### src/verilog/psam_consts.svh
// Purpose : Constants for the program space address map block
// Assumes : Avalon-MM register window, 32-bit data, byte addresses
// Notes   : Offsets are byte addresses of aligned words
//
// Summary of operation
// RL1: Extended data space is split into pages of 32 Kbytes each.
// RL2: Data reads use the read page, writes the write page; program view reads only.
// RL3: Page value joined with data address<14:0> forms a 24-bit address.
// RL4: Page 0 through the extended window raises an address error trap.
// RL5: Table page (8 bits) sits above the 16-bit address: 24-bit program address.
// RL6: Table page bit 7 low targets user memory, high targets configuration memory.
// RL7: Read page is 10 bits and picks a 16K word program page when remapping.
// RL8: Address MSb and read page bit 9 set: page<7:0> with address<14:0>, 23 bits.
// RL9: Read page bit 8 picks low word (0) or high word (1) of program memory.
// RL10: Remapped accesses stay in user memory, never configuration memory.
// RL11: While remapping, address bit 15 is ignored; read page bit 0 supplies it.
// RL12: Table operations reach every byte of a program word, byte or word wide.
// RL13: Remapped program view is read-only; writes through it are refused.
// RL14: Program space is 24 bits wide, data space 16 bits, alignment kept.
// RL15: Addresses with MSb low bypass paging and go to base data memory.
`ifndef PSAM_CONSTS_SVH
`define PSAM_CONSTS_SVH

`define PSAM_OFF_RD_PAGE    5'h00
`define PSAM_OFF_WR_PAGE    5'h04
`define PSAM_OFF_TBL_PAGE   5'h08
`define PSAM_OFF_STATUS     5'h0c
`define PSAM_OFF_MASK       5'h10

`define PSAM_RD_PAGE_W      10
`define PSAM_WR_PAGE_W      9
`define PSAM_TBL_PAGE_W     8
`define PSAM_EV_W           3
`define PSAM_RD_PAGE_RST    10'h001
`define PSAM_WR_PAGE_RST    9'h001
`define PSAM_TBL_PAGE_RST   8'h00

`define PSAM_EV_PAGE0       0
`define PSAM_EV_RO          1
`define PSAM_EV_CFG         2

`define PSAM_REMAP_BIT      9
`define PSAM_HI_WORD_BIT    8
`define PSAM_CFG_BIT        7
`define PSAM_ADDR_MSB       15

`endif

### src/verilog/psam_pkg.sv
// Purpose : Types for the program space address map block
// Assumes : Nothing beyond the constants header
// Notes   : Enumerations only
package psam_pkg;

  typedef enum logic [1:0] {
    KIND_DATA_RD,
    KIND_DATA_WR,
    KIND_TBL_RD,
    KIND_TBL_WR
  } psam_kind_t;

  typedef enum logic [2:0] {
    ROUTE_BASE,
    ROUTE_PAGED,
    ROUTE_REMAP,
    ROUTE_TBL,
    ROUTE_ERR
  } psam_route_t;

  typedef enum logic {
    BUS_IDLE,
    BUS_ACK
  } psam_bus_t;

endpackage : psam_pkg

### src/verilog/psam_xlate.sv
// Purpose : Combinational address translation for one access
// Assumes : Page values are stable while the request is presented
// Notes   : Pure logic; the caller registers the results
`timescale 1ns/1ps
`default_nettype none
`include "psam_consts.svh"

module psam_xlate
  import psam_pkg::*;
(
  input  wire logic [1:0]                  kind_i,
  input  wire logic [15:0]                 addr_i,
  input  wire logic [`PSAM_RD_PAGE_W-1:0]  rd_page_i,
  input  wire logic [`PSAM_WR_PAGE_W-1:0]  wr_page_i,
  input  wire logic [`PSAM_TBL_PAGE_W-1:0] tbl_page_i,
  output logic      [2:0]                  route_o,
  output logic      [23:0]                 prog_addr_o,
  output logic      [23:0]                 data_addr_o,
  output logic                             word_hi_o,
  output logic                             cfg_o,
  output logic                             err_page0_o,
  output logic                             err_ro_o
);

  always_comb
  begin
    route_o     = ROUTE_BASE;
    prog_addr_o = 24'h000000;
    data_addr_o = {8'h00, addr_i};                                   // [RL15] [RL14]
    word_hi_o   = 1'b0;
    cfg_o       = 1'b0;
    err_page0_o = 1'b0;
    err_ro_o    = 1'b0;
    if (kind_i == KIND_TBL_RD || kind_i == KIND_TBL_WR)
    begin
      route_o     = ROUTE_TBL;
      prog_addr_o = {tbl_page_i, addr_i};                            // [RL5] [RL12]
      cfg_o       = tbl_page_i[`PSAM_CFG_BIT];                       // [RL6]
    end
    else if (addr_i[`PSAM_ADDR_MSB])
    begin
      if (kind_i == KIND_DATA_RD && rd_page_i[`PSAM_REMAP_BIT])
      begin
        // Bit 15 of the program address comes from page bit 0
        route_o     = ROUTE_REMAP;
        prog_addr_o = {1'b0, rd_page_i[7:0], addr_i[14:0]};          // [RL7] [RL8] [RL11] [RL10]
        word_hi_o   = rd_page_i[`PSAM_HI_WORD_BIT];                  // [RL9]
      end
      else if (kind_i == KIND_DATA_RD)
      begin
        if (rd_page_i[8:0] == 9'h000)
        begin
          route_o     = ROUTE_ERR;
          err_page0_o = 1'b1;                                        // [RL4]
        end
        else
        begin
          route_o     = ROUTE_PAGED;
          data_addr_o = {rd_page_i[8:0], addr_i[14:0]};              // [RL1] [RL2] [RL3]
        end
      end
      else if (wr_page_i == 9'h000)
      begin
        // Page 0 write with the remap bit set aims at read-only program space
        route_o     = ROUTE_ERR;
        err_page0_o = 1'b1;                                          // [RL4]
        err_ro_o    = rd_page_i[`PSAM_REMAP_BIT];                    // [RL13]
      end
      else
      begin
        route_o     = ROUTE_PAGED;
        data_addr_o = {wr_page_i, addr_i[14:0]};                     // [RL2] [RL3]
      end
    end
  end

endmodule : psam_xlate
`default_nettype wire

### src/verilog/psam_top.sv
// Purpose : Paged data and program space address generation with register window
// Assumes : One access request per cycle at most; Avalon-MM master holds requests
// Notes   : Results appear one cycle after the request; outputs are registered
//
// Our own choices: the placing of the registers and the Avalon-MM slave port.
`timescale 1ns/1ps
`default_nettype none
`include "psam_consts.svh"

module psam_top
  import psam_pkg::*;
(
  input  wire logic        ref_clk_i,
  input  wire logic        rst_n_i,
  // Avalon-MM slave
  input  wire logic [4:0]  avs_address_i,
  input  wire logic        avs_read_i,
  input  wire logic        avs_write_i,
  input  wire logic [31:0] avs_writedata_i,
  input  wire logic [3:0]  avs_byteenable_i,
  output logic      [31:0] avs_readdata_o,
  output logic             avs_waitrequest_o,
  // Access request from address generation
  input  wire logic        req_valid_i,
  input  wire logic [1:0]  req_kind_i,
  input  wire logic [15:0] req_addr_i,
  input  wire logic        req_byte_i,
  input  wire logic        req_tbl_hi_i,
  // Program memory side
  output logic [23:0]      prog_addr_o,
  output logic             prog_rd_o,
  output logic             prog_wr_o,
  output logic             prog_cfg_o,
  output logic             prog_word_hi_o,
  output logic             prog_byte_o,
  // Data memory side
  output logic [23:0]      data_addr_o,
  output logic             data_rd_o,
  output logic             data_wr_o,
  output logic             data_byte_o,
  // Trap and interrupt
  output logic             addr_trap_o,
  output logic             irq_o
);

  // ************************************************************
  // Translation
  // ************************************************************
  logic [`PSAM_RD_PAGE_W-1:0]  rd_page_reg, rd_page_next;
  logic [`PSAM_WR_PAGE_W-1:0]  wr_page_reg, wr_page_next;
  logic [`PSAM_TBL_PAGE_W-1:0] tbl_page_reg, tbl_page_next;
  logic [`PSAM_EV_W-1:0]       status_reg, status_next;
  logic [`PSAM_EV_W-1:0]       mask_reg, mask_next;
  logic [2:0]                  x_route;
  logic [23:0]                 x_prog_addr, x_data_addr;
  logic                        x_word_hi, x_cfg, x_err_page0, x_err_ro;

  psam_xlate u_xlate (
    .kind_i      (req_kind_i),
    .addr_i      (req_addr_i),
    .rd_page_i   (rd_page_reg),
    .wr_page_i   (wr_page_reg),
    .tbl_page_i  (tbl_page_reg),
    .route_o     (x_route),
    .prog_addr_o (x_prog_addr),
    .data_addr_o (x_data_addr),
    .word_hi_o   (x_word_hi),
    .cfg_o       (x_cfg),
    .err_page0_o (x_err_page0),
    .err_ro_o    (x_err_ro)
  );

  // ************************************************************
  // Access outputs
  // ************************************************************
  logic [23:0] prog_addr_reg, prog_addr_next;
  logic        prog_rd_reg, prog_rd_next;
  logic        prog_wr_reg, prog_wr_next;
  logic        prog_cfg_reg, prog_cfg_next;
  logic        prog_hi_reg, prog_hi_next;
  logic        prog_byte_reg, prog_byte_next;
  logic [23:0] data_addr_reg, data_addr_next;
  logic        data_rd_reg, data_rd_next;
  logic        data_wr_reg, data_wr_next;
  logic        data_byte_reg, data_byte_next;
  logic        trap_reg, trap_next;
  logic [`PSAM_EV_W-1:0] ev_set;
  logic        is_write;

  always_comb
  begin
    is_write       = (req_kind_i == KIND_DATA_WR) || (req_kind_i == KIND_TBL_WR);
    prog_addr_next = prog_addr_reg;
    data_addr_next = data_addr_reg;
    prog_cfg_next  = prog_cfg_reg;
    prog_hi_next   = prog_hi_reg;
    prog_byte_next = prog_byte_reg;
    data_byte_next = data_byte_reg;
    prog_rd_next   = 1'b0;
    prog_wr_next   = 1'b0;
    data_rd_next   = 1'b0;
    data_wr_next   = 1'b0;
    trap_next      = 1'b0;
    ev_set         = '0;
    if (req_valid_i)
    begin
      case (x_route)
        ROUTE_BASE, ROUTE_PAGED:
        begin
          data_addr_next = x_data_addr;
          data_byte_next = req_byte_i;
          data_rd_next   = ~is_write;
          data_wr_next   = is_write;
        end
        ROUTE_REMAP:
        begin
          prog_addr_next = x_prog_addr;
          prog_cfg_next  = 1'b0;                                    // [RL10]
          prog_hi_next   = x_word_hi;                               // [RL9]
          prog_byte_next = req_byte_i;
          prog_rd_next   = 1'b1;
        end
        ROUTE_TBL:
        begin
          prog_addr_next = x_prog_addr;
          prog_cfg_next  = x_cfg;                                   // [RL6]
          prog_hi_next   = req_tbl_hi_i;                            // [RL12]
          prog_byte_next = req_byte_i;                              // [RL12]
          prog_rd_next   = ~is_write;
          prog_wr_next   = is_write;
          ev_set[`PSAM_EV_CFG] = x_cfg & is_write;
        end
        ROUTE_ERR:
        begin
          trap_next = 1'b1;                                         // [RL4]
          ev_set[`PSAM_EV_PAGE0] = x_err_page0;
        end
        default: trap_next = 1'b1;
      endcase
      ev_set[`PSAM_EV_RO] = x_err_ro;                               // [RL13]
    end
  end

  always_ff @(posedge ref_clk_i)
  begin
    if (!rst_n_i)
    begin
      prog_addr_reg <= 24'h000000;
      prog_rd_reg   <= 1'b0;
      prog_wr_reg   <= 1'b0;
      prog_cfg_reg  <= 1'b0;
      prog_hi_reg   <= 1'b0;
      prog_byte_reg <= 1'b0;
      data_addr_reg <= 24'h000000;
      data_rd_reg   <= 1'b0;
      data_wr_reg   <= 1'b0;
      data_byte_reg <= 1'b0;
      trap_reg      <= 1'b0;
    end
    else
    begin
      prog_addr_reg <= prog_addr_next;
      prog_rd_reg   <= prog_rd_next;
      prog_wr_reg   <= prog_wr_next;
      prog_cfg_reg  <= prog_cfg_next;
      prog_hi_reg   <= prog_hi_next;
      prog_byte_reg <= prog_byte_next;
      data_addr_reg <= data_addr_next;
      data_rd_reg   <= data_rd_next;
      data_wr_reg   <= data_wr_next;
      data_byte_reg <= data_byte_next;
      trap_reg      <= trap_next;
    end
  end

  // ************************************************************
  // Register window
  // ************************************************************
  psam_bus_t   bus_reg, bus_next;
  logic [31:0] rdata_reg, rdata_next;
  logic        irq_reg, irq_next;
  logic        wr_take;
  logic [15:0] wdata;

  always_comb
  begin
    bus_next      = bus_reg;
    rdata_next    = rdata_reg;
    rd_page_next  = rd_page_reg;
    wr_page_next  = wr_page_reg;
    tbl_page_next = tbl_page_reg;
    mask_next     = mask_reg;
    wr_take       = 1'b0;
    wdata         = avs_writedata_i[15:0];
    case (bus_reg)
      BUS_IDLE:
      begin
        if (avs_read_i || avs_write_i)
        begin
          bus_next = BUS_ACK;
          case (avs_address_i)
            `PSAM_OFF_RD_PAGE:  rdata_next = {22'h0, rd_page_reg};
            `PSAM_OFF_WR_PAGE:  rdata_next = {23'h0, wr_page_reg};
            `PSAM_OFF_TBL_PAGE: rdata_next = {24'h000000, tbl_page_reg};
            `PSAM_OFF_STATUS:   rdata_next = {29'h0, status_reg};
            `PSAM_OFF_MASK:     rdata_next = {29'h0, mask_reg};
            default:            rdata_next = 32'h00000000;
          endcase
        end
      end
      BUS_ACK:
      begin
        bus_next = BUS_IDLE;
        wr_take  = avs_write_i;
      end
      default: bus_next = BUS_IDLE;
    endcase
    if (wr_take)
    begin
      case (avs_address_i)
        `PSAM_OFF_RD_PAGE:
        begin
          if (avs_byteenable_i[0]) rd_page_next[7:0] = wdata[7:0];
          if (avs_byteenable_i[1]) rd_page_next[9:8] = wdata[9:8];  // [RL7]
        end
        `PSAM_OFF_WR_PAGE:
        begin
          if (avs_byteenable_i[0]) wr_page_next[7:0] = wdata[7:0];
          if (avs_byteenable_i[1]) wr_page_next[8] = wdata[8];
        end
        `PSAM_OFF_TBL_PAGE: if (avs_byteenable_i[0]) tbl_page_next = wdata[7:0]; // [RL5]
        `PSAM_OFF_MASK:     if (avs_byteenable_i[0]) mask_next = wdata[2:0];
        default:            mask_next = mask_reg;
      endcase
    end
  end

  // Sticky events: a new event in the clearing cycle survives
  genvar gi;
  generate
    for (gi = 0; gi < `PSAM_EV_W; gi = gi + 1)
    begin : g_ev
      assign status_next[gi] = ev_set[gi] | (status_reg[gi] & ~(wr_take
        && avs_address_i == `PSAM_OFF_STATUS && avs_byteenable_i[0]
        && avs_writedata_i[gi]));
    end
  endgenerate

  assign irq_next = |(status_next & mask_next);

  always_ff @(posedge ref_clk_i)
  begin
    if (!rst_n_i)
    begin
      bus_reg      <= BUS_IDLE;
      rdata_reg    <= 32'h00000000;
      rd_page_reg  <= `PSAM_RD_PAGE_RST;
      wr_page_reg  <= `PSAM_WR_PAGE_RST;
      tbl_page_reg <= `PSAM_TBL_PAGE_RST;
      status_reg   <= 3'h0;
      mask_reg     <= 3'h0;
      irq_reg      <= 1'b0;
    end
    else
    begin
      bus_reg      <= bus_next;
      rdata_reg    <= rdata_next;
      rd_page_reg  <= rd_page_next;
      wr_page_reg  <= wr_page_next;
      tbl_page_reg <= tbl_page_next;
      status_reg   <= status_next;
      mask_reg     <= mask_next;
      irq_reg      <= irq_next;
    end
  end

  assign avs_readdata_o    = rdata_reg;
  assign avs_waitrequest_o = (bus_reg == BUS_IDLE);
  assign prog_addr_o       = prog_addr_reg;
  assign prog_rd_o         = prog_rd_reg;
  assign prog_wr_o         = prog_wr_reg;
  assign prog_cfg_o        = prog_cfg_reg;
  assign prog_word_hi_o    = prog_hi_reg;
  assign prog_byte_o       = prog_byte_reg;
  assign data_addr_o       = data_addr_reg;
  assign data_rd_o         = data_rd_reg;
  assign data_wr_o         = data_wr_reg;
  assign data_byte_o       = data_byte_reg;
  assign addr_trap_o       = trap_reg;
  assign irq_o             = irq_reg;
endmodule : psam_top
`default_nettype wire

### config.mk
export PLATFORM = sky130hd
export DESIGN_NAME = psam_top
export DESIGN_NICKNAME = d
export VERILOG_FILES = /design/src/verilog/psam_pkg.sv /design/src/verilog/psam_xlate.sv /design/src/verilog/psam_top.sv
export VERILOG_INCLUDE_DIRS = /design/src /design/src/verilog
export SDC_FILE = /design/constraint.sdc
export NUM_CORES = 1
export LEC_CHECK = 0
export BUFFER_PORTS_ARGS = -buffer_cell sky130_fd_sc_hd__buf_2
export CAP_MARGIN = 20
export CORE_MARGIN = 4
export CORE_UTILIZATION = 45
export CTS_CLUSTER_DIAMETER = 60
export DETAILED_ROUTE_END_ITERATION = 7
export GPL_TIMING_DRIVEN = 0
export PLACE_DENSITY = 0.76
export SYNTH_ARGS = -nofsm -noshare
export SYNTH_HDL_FRONTEND = slang
export SYNTH_SLANG_ARGS = --single-unit
### constraint.sdc
create_clock -name ref_clk_i -period 1.8 [get_ports ref_clk_i]
set_clock_uncertainty 0.15 [all_clocks]
set_input_delay 0.36 -clock ref_clk_i [delete_from_list [all_inputs] [get_ports ref_clk_i]]
set_output_delay 0.36 -clock ref_clk_i [all_outputs]
set_load 0.01 [all_outputs]
**Word-level counts from Yosys, hierarchy flattened**

Cells that the tools add are included.

- Shift operators: 0
- Equal/unequal tests: 11
- Reductions and logical operators: 31
- Bitwise logic cells: 13
- Add/subtract/negate cells: 0
- Multiply operators: 0
- Order comparisons: 0
- Divide/modulo/power cells: 0
- Mux-type cells: 44

Operators by type and width:

| kind | count |
|---|---|
| $mux 24 | 8 |
| $pmux 10 s5 | 1 |
| $mux 3 | 10 |
| $mux 23 | 1 |
| $reduce_and 3->1 | 7 |
| $mux 1 | 20 |
| $logic_not 9->1 | 2 |
| $eq 5x4->1 const B | 2 |
| $reduce_and 2->1 | 5 |
| $pmux 1 s2 | 4 |
| $eq 3x2->1 const B | 2 |
| $logic_and 1x1->1 | 6 |
| $eq 5x3->1 const B | 1 |
| $eq 5x5->1 const B | 1 |
| $logic_not 5->1 | 1 |
| $not 1->1 | 5 |
| $and 1x1->1 | 4 |
| $eq 2x2->1 const B | 2 |
| $reduce_or 2->1 | 2 |
| $reduce_or 4->1 | 1 |
| $and 3x3->3 | 1 |
| $eq 3x1->1 const B | 1 |
| $eq 3x3->1 const B | 1 |
| $logic_not 3->1 | 1 |
| other kinds (6) | 10 |

- Output and inout port bits: 91
- Latch bits: 0
- Register bits: 124
- ROM bits: 0
- Input bits: 66
- Bits in writable memories: 0
- Memories: 0
- Logic and storage cells: 120

**Logic depth before layout (Yosys ltp)**

Gate-level depths: netlist (run 1).

- Word-level depth: 12
- Gate-level depth with buffers: 9
- Gate-level depth less buffers: 5

**Hierarchy**

From an unflattened synthesis (run 1), not the netlist that was laid out.

- Cell total of the unflattened synthesis: 573
- Area total of the unflattened synthesis: 4759.6 um^2

By module, submodules not included:

| module | area each (um^2) | cells an instance | instances | sequential area each (um^2) |
|---|---|---|---|---|
| psam_top | 4115.2 | 480 | 1 | 2042.0 |
| psam_xlate | 644.4 | 93 | 1 | 0.0 |

**Least setup slack after synthesis (run 1)**

OpenSTA, ideal clock, no wires.

- Path type: input -> register
- Start: input req_kind_i[1]
- End: register data_addr_reg[10], in the netlist data_addr_o[10]
- Stages on the path: 9
- Data required time: 1578 ps
- Arrival time: 1687 ps
- Path slack: -109 ps
- Library setup time: 72 ps
- Path buffers: 4
- Path through: buf_2 or2_1 buf_6 nand4_2 and2_4 a22o_1 buf_6 buf_6 mux2i_1

- Cells in the longest elaborated chain, start to end: 8
- Elaborated cells on any way between the ends: 17

Ends and longest elaborated chain:

| item | RTL line | RTL |
|---|---|---|
| start, declared | psam_top.sv:25 | `input wire logic [1:0] req_kind_i,` |
| $logic_not 2->1 | psam_xlate.sv:42, psam_xlate.sv:49 |  |
| $mux 3 / $logic_and 1x1->1 (equally long branches) | psam_xlate.sv:49, psam_xlate.sv:42 |  |
| $mux 3 | psam_xlate.sv:42 | `` if (kind_i == KIND_DATA_RD && rd_page_i[`PSAM_REMAP_BIT]) `` |
| $mux 3 | psam_xlate.sv:40 | `` else if (addr_i[`PSAM_ADDR_MSB]) `` |
| $mux 3 | psam_xlate.sv:34 | `if (kind_i == KIND_TBL_RD \|\| kind_i == KIND_TBL_WR)` |
| $eq 3x1->1 / $logic_not 3->1 (equally long branches) | psam_top.sv:107 | `case (x_route)` |
| $reduce_or 2->1 | psam_top.sv:107 |  |
| $reduce_and 2->1 (no line) | -- |  |
| end signal, assigned | psam_top.sv:168 | `data_addr_reg <= data_addr_next;` |
| end, declared | psam_top.sv:82 | `logic [23:0] data_addr_reg, data_addr_next;` |

Parallel ways exist; a longest one is shown, timed or not.
A chain may end at the register's enable or synchronous reset.

**Worst setup path in the final report (run 1)**

- Start: register rd_page_reg[6]
- End: register data_addr_reg[23], in the netlist data_addr_o[23]

- Cells in the longest elaborated chain, start to end: 9
- Elaborated cells on any way between the ends: 15

Ends and longest elaborated chain:

| item | RTL line | RTL |
|---|---|---|
| start, declared | psam_top.sv:49 | `` logic [`PSAM_RD_PAGE_W-1:0] rd_page_reg, rd_page_next; `` |
| start signal, assigned | psam_top.sv:257 | `` rd_page_reg <= `PSAM_RD_PAGE_RST; `` |
| start signal, assigned | psam_top.sv:268 | `rd_page_reg <= rd_page_next;` |
| $logic_not 9->1 (*) | psam_xlate.sv:51 | `if (rd_page_i[8:0] == 9'h000)` |
| $mux 3 | psam_xlate.sv:51 |  |
| $mux 3 | psam_xlate.sv:49 | `else if (kind_i == KIND_DATA_RD)` |
| $mux 3 | psam_xlate.sv:42 |  |
| $mux 3 | psam_xlate.sv:40 |  |
| $mux 3 | psam_xlate.sv:34 |  |
| $eq 3x1->1 / $logic_not 3->1 (equally long branches) | psam_top.sv:107 |  |
| $reduce_or 2->1 | psam_top.sv:107 |  |
| $reduce_and 2->1 (no line) | -- |  |

Every way passes the cells marked *; elsewhere a longest branch is shown, timed or not.

==> results of run 1 <==
## metrics by stage
step	hold slack [ps]	utilization, %	total power (uW)
3_5_place_dp	296.8	55.71	2899
6_report	70.78	59.91	4275
2_1_floorplan	289.3	-	2705
4_1_cts	61.31	58.67	4278
5_1_grt	65.67	59.91	4435
3_3_place_gp	291.2	55.71	2889
## area by class of cell
| type | instances | area share (%) |
|---|---|---|
| inverters | 9 | 0.5989 |
| clock buffers | 9 | 2.196 |
| flip-flops and latches | 102 | 36.54 |
| repair buffers | 113 | 10.29 |
| well taps | 129 | 2.862 |
| plain buffers | 54 | 6.389 |
| clock inverters | 7 | 1.220 |
| multi-input cells | 376 | 39.91 |
## cell usage after synthesis (8+ instances only)
library cell | n | area [sq um]
a21oi_1 | 31 | 155.2
a221oi_1 | 8 | 70.07
a22oi_1 | 9 | 67.56
buf_4 | 22 | 165.2
clkbuf_1 | 22 | 82.58
dfxtp_1 | 102 | 2042
inv_1 | 8 | 30.03
mux2i_1 | 50 | 500.5
nand2_1 | 112 | 420.4
nand3_1 | 21 | 105.1
nor2_1 | 44 | 165.2
nor3_1 | 17 | 85.08
o21ai_0 | 14 | 70.07
## timing repair
action | in CTS | in global routing
pin swaps | 4 | 6
hold buffers | 0 | 0
buffers inserted | 4 | 2
gates resized for setup | 19 | 27
endpoints found under the setup margin | 69 | 65
cloned | 0 | 0
## path summary, 6_finish.rpt
check	from	to	slack [ps]	cells after the start
worst max-delay path	rd_page_reg[6]$_SDFFE_PN0P_	data_addr_o[23]$_SDFFE_PN0P_	-120	7
worst min-delay path	avs_writedata_i[9]	rd_page_reg[9]$_SDFFE_PN0P_	70	3
worst max register to register	rd_page_reg[6]$_SDFFE_PN0P_	data_addr_o[23]$_SDFFE_PN0P_	-120	7
worst min register to register	prog_addr_o[13]$_SDFFE_PN0P_	prog_addr_o[13]$_SDFFE_PN0P_	310	2
## cells by family (layout without fill, tap and decap cells)
family	Yosys count	after routing	share of synthesized area, %
AND/OR/NAND/NOR	222	222	21.94
other	1	22	0.08462
multiplexers	54	54	13.07
buffers and inverters	64	192	8.159
AO/OA/AOI/OAI	78	78	10.67
flip-flops	102	102	46.08
## cells in the final DEF (no fill, tap or decap), types with 3 or more instances in the layout
cell type | netlist | layout
mux4_2 | 3 | 3
nor2_1 | 44 | 42
dfxtp_2 | 0 | 3
a21oi_1 | 31 | 31
dfxtp_4 | 0 | 4
clkbuf_4 | 0 | 3
clkbuf_8 | 0 | 9
nor4_4 | 0 | 3
nor2b_1 | 4 | 3
o22ai_1 | 6 | 6
conb_1 | 1 | 22
nand2_1 | 112 | 111
and3_1 | 4 | 4
nor3_1 | 17 | 14
dfxtp_1 | 102 | 95
buf_4 | 22 | 29
a22oi_1 | 9 | 9
and2_1 | 6 | 6
o21ai_0 | 14 | 14
mux2i_1 | 50 | 49
a221oi_1 | 8 | 6
nand3_1 | 21 | 21
clkbuf_1 | 22 | 18
buf_2 | 7 | 111
inv_1 | 8 | 8
## metal layers
| layer | vias to the layer above | track usage [%] | part of all wire, % |
|---|---|---|---|
| met3 | 15 | 4.636 | 6.7 |
| met1 | 1956 | 28.31 | 43 |
| li1 | 2030 | - | - |
| met5 | - | 0 | 0 |
| met4 | 0 | 5.845 | 1.5 |
| met2 | 158 | 35.92 | 49 |
## worst max-delay path, stage by stage (launching register included)
cell and delay, ps:
dfxtp_4 380, nor4_4 260, nand4_1 190, and2_4 210, a22o_1 210, buf_6 130
buf_12 140, mux2i_2 140
## power by group through the flow
stage	sequential [uW]	combinational [uW]	clock, uW
2_1_floorplan	2420	285	0
3_3_place_gp	2390	495	0
3_5_place_dp	2400	503	0
4_1_cts	2340	516	1420
5_1_grt	2350	584	1510
6_report	2340	535	1400
==> reports/results.tsv, run 1 <==
metric	value	unit
outcome	complete, but fails checks	
failing checks	setup timing	
Pwr Density	757.9	nW/um^2
ys async rst share	0	%
vias in the first global route	3889	
core area	9415	sq um
max_slew headroom	53.34	%
placed wire-length estimate	9.631	mm
crit path kind	reg2reg	
Pint	3057	uW
dpl cells	778	
filler cell count	841	
full die area	11500	sq um
Clock transition at path regs	110	ps
final hold violation count	0	
Comb pwr share	12.5	%
Worst setup SP type	register	
Final setup viols	24	
CP required	1910	ps
footprint of the multi-input gates	2251	sq um
drt first pass iters	5	
CTS buffer count	9	
Post-DP Area	5245	sq um
Layout Nets	731	
clock root cell	clkbuf_8	
clock power share	32.8	%
RD Place Congestion	0.8782	
Mapped Cells	521	
DRC	0	
iteration-0 DRC count of the detailed router	298	
Post-Layout Cell Count	799	
port bufs	107	
final wirelength	12.71	mm
Setup WS pre-CTS	-436.3	ps
FF/Latch Area	2061	sq um
chip height	107.2	um
Initial Util	47.07	%
number of flops mapped to enable cells by yosys	0	
diodes inserted	0	
Net Sw Frac	28.48	%
Seq pwr share	54.7	%
largest net degree at the start of global routing	20	
routed vias/inst	5.205	
Max Freq	520.2	MHz
GR Overflow Total	0	
Slew @ Worst Pin	699.9	ps
clk_lat worst skew	370	ps
first-pass GRT wire length	19.55	mm
Die X	107.2	um
post-synth cell types	41	
Std-Cell Rows	35	
CP max FO	10	
Psw	1217	uW
RSZ-0062 raised after global routing	yes	
io pins	157	
vias post-DR	4159	
clock buffer depth	2	
antenna-violating nets left	0	
total track usage	21.58	%
area grow syn2layout	27.27	%
final worst setup slack	-122.3	ps
Setup crit end kind	register	
sequential-to-total area share from yosys stat	46.08	%
Num Clock Sinks	102	
Max Cap Viol	0	
Final min period	1922	ps
max-slew violation count	0	
initial antenna violation count	0	
CTS H-Tree Depth	3	
CP arrival	2040	ps
Primary FF master, synth	dfxtp_1	
TNS Setup	-2027	ps
CTS tree	done	
layout cell share with drive strength beyond 1	29.55	%
mean post-synth cell area	8.506	sq um
HP Class	in2reg	
FF+latch count, synth	102	
final instance area	5640	sq um
leakage	0.002528	uW
drt wl/cell	15.91	um
synthesized area	4432	sq um
Final Cycle Share	106.8	%
maximum vdd drop	0.4656	mV
Syn. warnings	0	
No activity file was read; power rests on OpenSTA's default activity.
==> inputs of run 2 (changes only) <==
--- a/config.mk
+++ b/config.mk
@@ -6,6 +6,8 @@
 export SDC_FILE = /design/constraint.sdc
 export NUM_CORES = 1
 export LEC_CHECK = 0
+export ABC_AREA = 1
+export ABC_CLOCK_PERIOD_IN_PS = 1800
 export BUFFER_PORTS_ARGS = -buffer_cell sky130_fd_sc_hd__buf_2
 export CAP_MARGIN = 20
 export CORE_MARGIN = 4
==> reports/results.tsv, run 2 <==
metric	value	unit
CP arrival	1850	ps
final hold violation count	0	
clock buffer depth	2	
clk_lat worst skew	370	ps
Layout Nets	826	
worst hold path depth	2	
Std-Cell Rows	36	
final worst setup slack	119.8	ps
Hold Startpoint	req_kind_i[0]	
internal reg-to-reg setup slack	120	ps
FF+latch count, synth	102	
chip height	107.6	um
area grow syn2layout	23.79	%
Clock transition at path regs	110	ps
maximum vdd drop	0.6062	mV
RD Place Congestion	0.9043	
footprint of the multi-input gates	2077	sq um
Slew @ Worst Pin	584.1	ps
drt first pass iters	5	
routed vias/inst	4.882	
core area	9729	sq um
CTS H-Tree Depth	3	
final wirelength	12.28	mm
Final min period	1680	ps
count leader, synth	nor2_1	
most frequent cells in the layout	nor2_1, buf_2, nand2_1	
CTS buffer count	9	
Initial Util	45.88	%
post-synth cell types	35	
Final Cycle Share	93.34	%
max_slew headroom	61.06	%
vias in the first global route	3961	
Num Clock Sinks	102	
Primary FF master, synth	dfxtp_1	
post-synth top area cell	dfxtp_1	
FF/Latch Area	2043	sq um
first-pass GRT wire length	19.66	mm
Mapped Cells	617	
total track usage	21.21	%
RSZ-0062 raised after global routing	no	
number of flops mapped to enable cells by yosys	0	
drt wl/cell	13.67	um
Pwr Density	815.7	nW/um^2
TNS Setup	0	ps
antenna-violating nets left	0	
crit path kind	reg2reg	
io pins	157	
port bufs	109	
synth cell count leaders	nor2_1, nand2_1, dfxtp_1	
filler cell count	925	
iteration-0 DRC count of the detailed router	275	
most common cell after layout, fill and taps aside	nor2_1	
diodes inserted	0	
initial antenna violation count	0	
full die area	11580	sq um
DRC	0	
mean post-synth cell area	7.235	sq um
Reg-to-Reg End	data_addr_o[10]$_SDFFE_PN0P_	
area share of the largest cell type after synthesis	45.74	%
Die X	107.6	um
vias post-DR	4384	
largest cells by area after synthesis	dfxtp_1, nor2_1, nand2_1	
Max Freq	595.2	MHz
R2R cell count	9	
outcome	finished, final reports clean	
dpl cells	880	
Final setup viols	0	
largest net degree at the start of global routing	20	
Max Cap Viol	0	
sequential-to-total area share from yosys stat	45.74	%
Post-Layout Cell Count	898	
CP required	1970	ps
Min-Delay Endpoint	data_rd_o$_SDFF_PN0_	
Worst setup SP type	register	
HP Class	in2reg	
CTS tree	done	
CP max FO	10	
Syn. warnings	0	
synthesized area	4464	sq um
Post-DP Area	5255	sq um
final instance area	5527	sq um
max-slew violation count	0	
clock root cell	clkbuf_8	
worst r2r src	wr_page_reg[7]$_SDFFE_PN0P_	
Setup WS pre-CTS	-300.7	ps
Util after Layout	56.80	%
leakage	0.002628	uW
layout cell share with drive strength beyond 1	23.53	%
ys async rst share	0	%
placed wire-length estimate	9.768	mm
Setup crit end kind	register	
GR Overflow Total	0	
-- run 2: cell count changes in the layout (fill, tap and decap cells not counted), moves of 6 or more --
cell	before	now
nand3b_1	0	15
nand2_1	111	103
mux2i_1	49	0
a221oi_1	6	0
a211oi_1	0	6
o21ai_0	14	73
a22oi_1	9	0
dfxtp_1	95	101
nor2_1	42	128
inv_1	8	40
nor3_1	14	4
-- run 2: through the flow --
stage               total power [uW]  hold WS [ps]
global placement                2994         301.3
CTS                             4525         42.71
finish                          4508         55.98
detailed placement              3008         308.1
global route                    4701         53.76
floorplan                       2781         282.4
-- run 2: cells by family after synthesis --
| family | after synthesis | synth area share [%] |
|---|---|---|
| AO/OA/AOI/OAI | 128 | 15.56 |
| buffers and inverters | 93 | 10.17 |
| AND/OR/NAND/NOR | 293 | 28.45 |
| flip-flops | 102 | 45.74 |
| other | 1 | 0.08400 |
-- run 2: worst max-delay path by stage --
| stage | start | slack (ps) | end |
|---|---|---|---|
| floorplan | req_kind_i[1] | 240 | data_addr_o[21]$_SDFFE_PN0P_ |
| global placement | req_kind_i[1] | -250 | prog_addr_o[18]$_SDFFE_PN0P_ |
| detailed placement | req_kind_i[1] | -300 | prog_addr_o[18]$_SDFFE_PN0P_ |
| CTS | rd_page_reg[9]$_SDFFE_PN0P_ | 6 | prog_word_hi_o$_SDFFE_PN0P_ |
| global route | wr_page_reg[5]$_SDFFE_PN0P_ | 0.08 | data_addr_o[21]$_SDFFE_PN0P_ |
| finish | wr_page_reg[7]$_SDFFE_PN0P_ | 120 | data_addr_o[10]$_SDFFE_PN0P_ |
-- run 2: power breakdown --
group | internal, uW | switching [uW] | leakage, uW | total, uW
logic | 229 | 363 | 0.00169 | 592
registers | 2340 | 40.2 | 0.000832 | 2380
clock network | 678 | 861 | 0.000108 | 1540
total | 3240 | 1260 | 0.00263 | 4510
-- run 2: cell type report --
class                           instances  area share (%)
Buffer                                 46           5.230
Clock buffer                            9           2.241
Clock inverter                          7           1.585
Inverter                               47           3.237
Multi-Input combinational cell        443           37.58
Sequential cell                       102           36.97
Tap cell                              133           3.011
Timing Repair Buffer                  111           10.14
-- run 2: critical path, stage by stage (launching register included) --
cell	delay, ps
dfxtp_1	410
nor2_1	70
nand2_1	90
nor2_2	40
nand2_1	110
nand3_4	120
a21oi_4	290
buf_6	190
nor2_1	40
nor2_1	100
-- run 2: metal layers --
metal / vias to the layer above / wire length [um] / part of all wire [%] / track usage, %
li1: 2237 / - / - / -
met1: 1951 / 5648 / 46 / 28.93
met2: 184 / 5509 / 45 / 34.72
met3: 12 / 962 / 7.8 / 3.599
met4: 0 / 159 / 1.3 / 5.681
met5: - / 0 / 0 / 0
-- run 2: timing repair --
action | in CTS | in global routing
gates resized for setup | 4 | 12
pin swaps | 0 | 0
hold endpoints to repair | 0 | 0
setup endpoints to repair | 15 | 54
setup buffers | 2 | 0
hold buffers | 0 | 0
==> inputs of run 3 (changes only) <==
--- a/config.mk
+++ b/config.mk
@@ -6,16 +6,16 @@
 export SDC_FILE = /design/constraint.sdc
 export NUM_CORES = 1
 export LEC_CHECK = 0
-export ABC_AREA = 1
+export ABC_AREA = 0
 export ABC_CLOCK_PERIOD_IN_PS = 1800
 export BUFFER_PORTS_ARGS = -buffer_cell sky130_fd_sc_hd__buf_2
 export CAP_MARGIN = 20
 export CORE_MARGIN = 4
-export CORE_UTILIZATION = 45
+export CORE_UTILIZATION = 30
 export CTS_CLUSTER_DIAMETER = 60
 export DETAILED_ROUTE_END_ITERATION = 7
 export GPL_TIMING_DRIVEN = 0
-export PLACE_DENSITY = 0.76
+export RECOVER_POWER = 25
 export SYNTH_ARGS = -nofsm -noshare
 export SYNTH_HDL_FRONTEND = slang
 export SYNTH_SLANG_ARGS = --single-unit
==> reports/results.tsv, run 3 (same netlist as run 1, synthesis figures left out) <==
metric	value	unit
outcome	complete, but fails checks	
failing checks	setup timing	
CP Cell Sequence	nor4_4, nand4_4, and2_4, a22o_1, buf_6, buf_8, mux2i_1	
Comb pwr share	10.2	%
clk_lat worst skew	350	ps
initial antenna violation count	1	
first-pass GRT wire length	20.78	mm
CP delay by family, top	simple AND/OR/NAND/NOR gates	
crit path kind	reg2reg	
CTS tree	done	
total track usage	15.79	%
dpl cells	833	
area grow syn2layout	33.20	%
Clock transition at path regs	70	ps
Max Freq	530.6	MHz
Final setup viols	25	
slowest cell delay on critical path	350	ps
CTS buffer count	9	
final instance area	5903	sq um
Psw	1220	uW
slowest library cell on the worst path	dfxtp_4	
Layout Nets	733	
GR Overflow Total	0	
DRC	0	
placed wire-length estimate	10.18	mm
Pwr Density	902.9	nW/um^2
largest net degree at the start of global routing	17	
CP required	1890	ps
RSZ-0062 raised after global routing	yes	
max_slew headroom	59.39	%
Slew @ Worst Pin	609.1	ps
iteration-0 DRC count of the detailed router	222	
maximum vdd drop	0.4411	mV
Initial Util	30.61	%
layout cell share with drive strength beyond 1	25.74	%
clock power share	45.9	%
Setup WS pre-CTS	-385.0	ps
most frequent cells in the layout	nand2_1, dfxtp_1, buf_2	
critical path depth	7	
RD Place Congestion	0.8796	
Die X	129.5	um
port bufs	107	
vias post-DR	3987	
HP Class	in2reg	
drt wl/cell	15.75	um
vias in the first global route	3899	
Util after Layout	40.77	%
chip height	129.5	um
final wirelength	13.48	mm
clock root cell	clkbuf_16	
worst hold path depth	3	
most common cell after layout, fill and taps aside	nand2_1	
Post-DP Area	5314	sq um
final hold violation count	0	
Worst setup SP type	register	
Post-Layout Cell Count	856	
leakage	0.002523	uW
clock buffer depth	2	
Max Cap Viol	0	
Pint	4110	uW
drt first pass iters	5	
Net Sw Frac	22.89	%
Seq pwr share	43.9	%
Final Cycle Share	104.7	%
R2R cell count	7	
CTS H-Tree Depth	3	
CP max FO	10	
io pins	157	
CP arrival	1970	ps
final worst setup slack	-84.52	ps
Final min period	1885	ps
CTS Hold Bufs	0	
Std-Cell Rows	44	
max-slew violation count	0	
Num Clock Sinks	102	
Setup crit end kind	register	
routed vias/inst	4.658	
Worst Path Buf+Inv	2	
diodes inserted	0	
antenna-violating nets left	0	
full die area	16780	sq um
core area	14480	sq um
## run 3: cell count changes in the layout (fill, tap and decap cells not counted), sizes merged, moves of 6 or more
cell | before | now
clkbuf | 24 | 61
nor3 | 4 | 17
mux2i | 0 | 50
nand3b | 15 | 0
nor2 | 136 | 45
a22oi | 0 | 9
buf | 142 | 119
a221oi | 0 | 8
and2 | 1 | 7
o21ai | 74 | 17
a211oi | 7 | 0
inv | 48 | 8
## run 3: what timing repair did
action                                  4_1_cts  5_1_grt
cloned                                        0        1
endpoints found under the setup margin       70       71
gates resized for setup                      23       22
pin swaps                                     6        2
setup buffers                                 6        1
## run 3: final cells by class
type	instances	area (sq um)
clock buffers	11	252.7
flip-flops and latches	102	2054
clock inverters	5	128.9
well taps	184	230.2
fillers	1505	8576
inverters	9	33.78
repair buffers	115	576.8
plain buffers	54	357.8
multi-input cells	376	2268
## run 3: worst min-delay path: cells and delay by family
kind	cells	cell delay, ps
buffers and inverters	1	100
AND/OR/NAND/NOR	1	50
AO/OA/AOI/OAI	1	50
## run 3: per-layer routing
layer	share of wire, %	up-vias	track usage [%]
met5	0.096	-	0
met3	6.8	21	3.133
met4	1.7	2	5.073
met1	46	1807	21.60
met2	45	127	25.15
li1	-	2030	-
## run 3: power groups by stage
| stage | logic [uW] | registers [uW] | clock network, uW |
|---|---|---|---|
| 2_1_floorplan | 285 | 2420 | 0 |
| 3_3_place_gp | 506 | 2390 | 0 |
| 3_5_place_dp | 510 | 2390 | 0 |
| 4_1_cts | 528 | 2340 | 2490 |
| 5_1_grt | 603 | 2350 | 2570 |
| 6_report | 543 | 2340 | 2450 |
## run 3: per-stage QoR
step	hold slack (ps)	power (uW)	setup TNS, ps
3_5_place_dp	294.7	2904	-21840
4_1_cts	95.56	5353	-1506
3_3_place_gp	289.1	2900	-21400
2_1_floorplan	289.3	2705	-513.9
6_report	99.97	5330	-1488
5_1_grt	110.0	5516	-4926
## run 3: path summary, 6_finish.rpt
check                          startpoint                            to  slack [ps]
max           wr_page_reg[4]$_SDFFE_PN0P_   data_addr_o[7]$_SDFFE_PN0P_         -80
min                         req_addr_i[1]   prog_addr_o[1]$_SDFFE_PN0P_         100
max reg2reg   wr_page_reg[4]$_SDFFE_PN0P_   data_addr_o[7]$_SDFFE_PN0P_         -80
min reg2reg  prog_addr_o[12]$_SDFFE_PN0P_  prog_addr_o[12]$_SDFFE_PN0P_         310
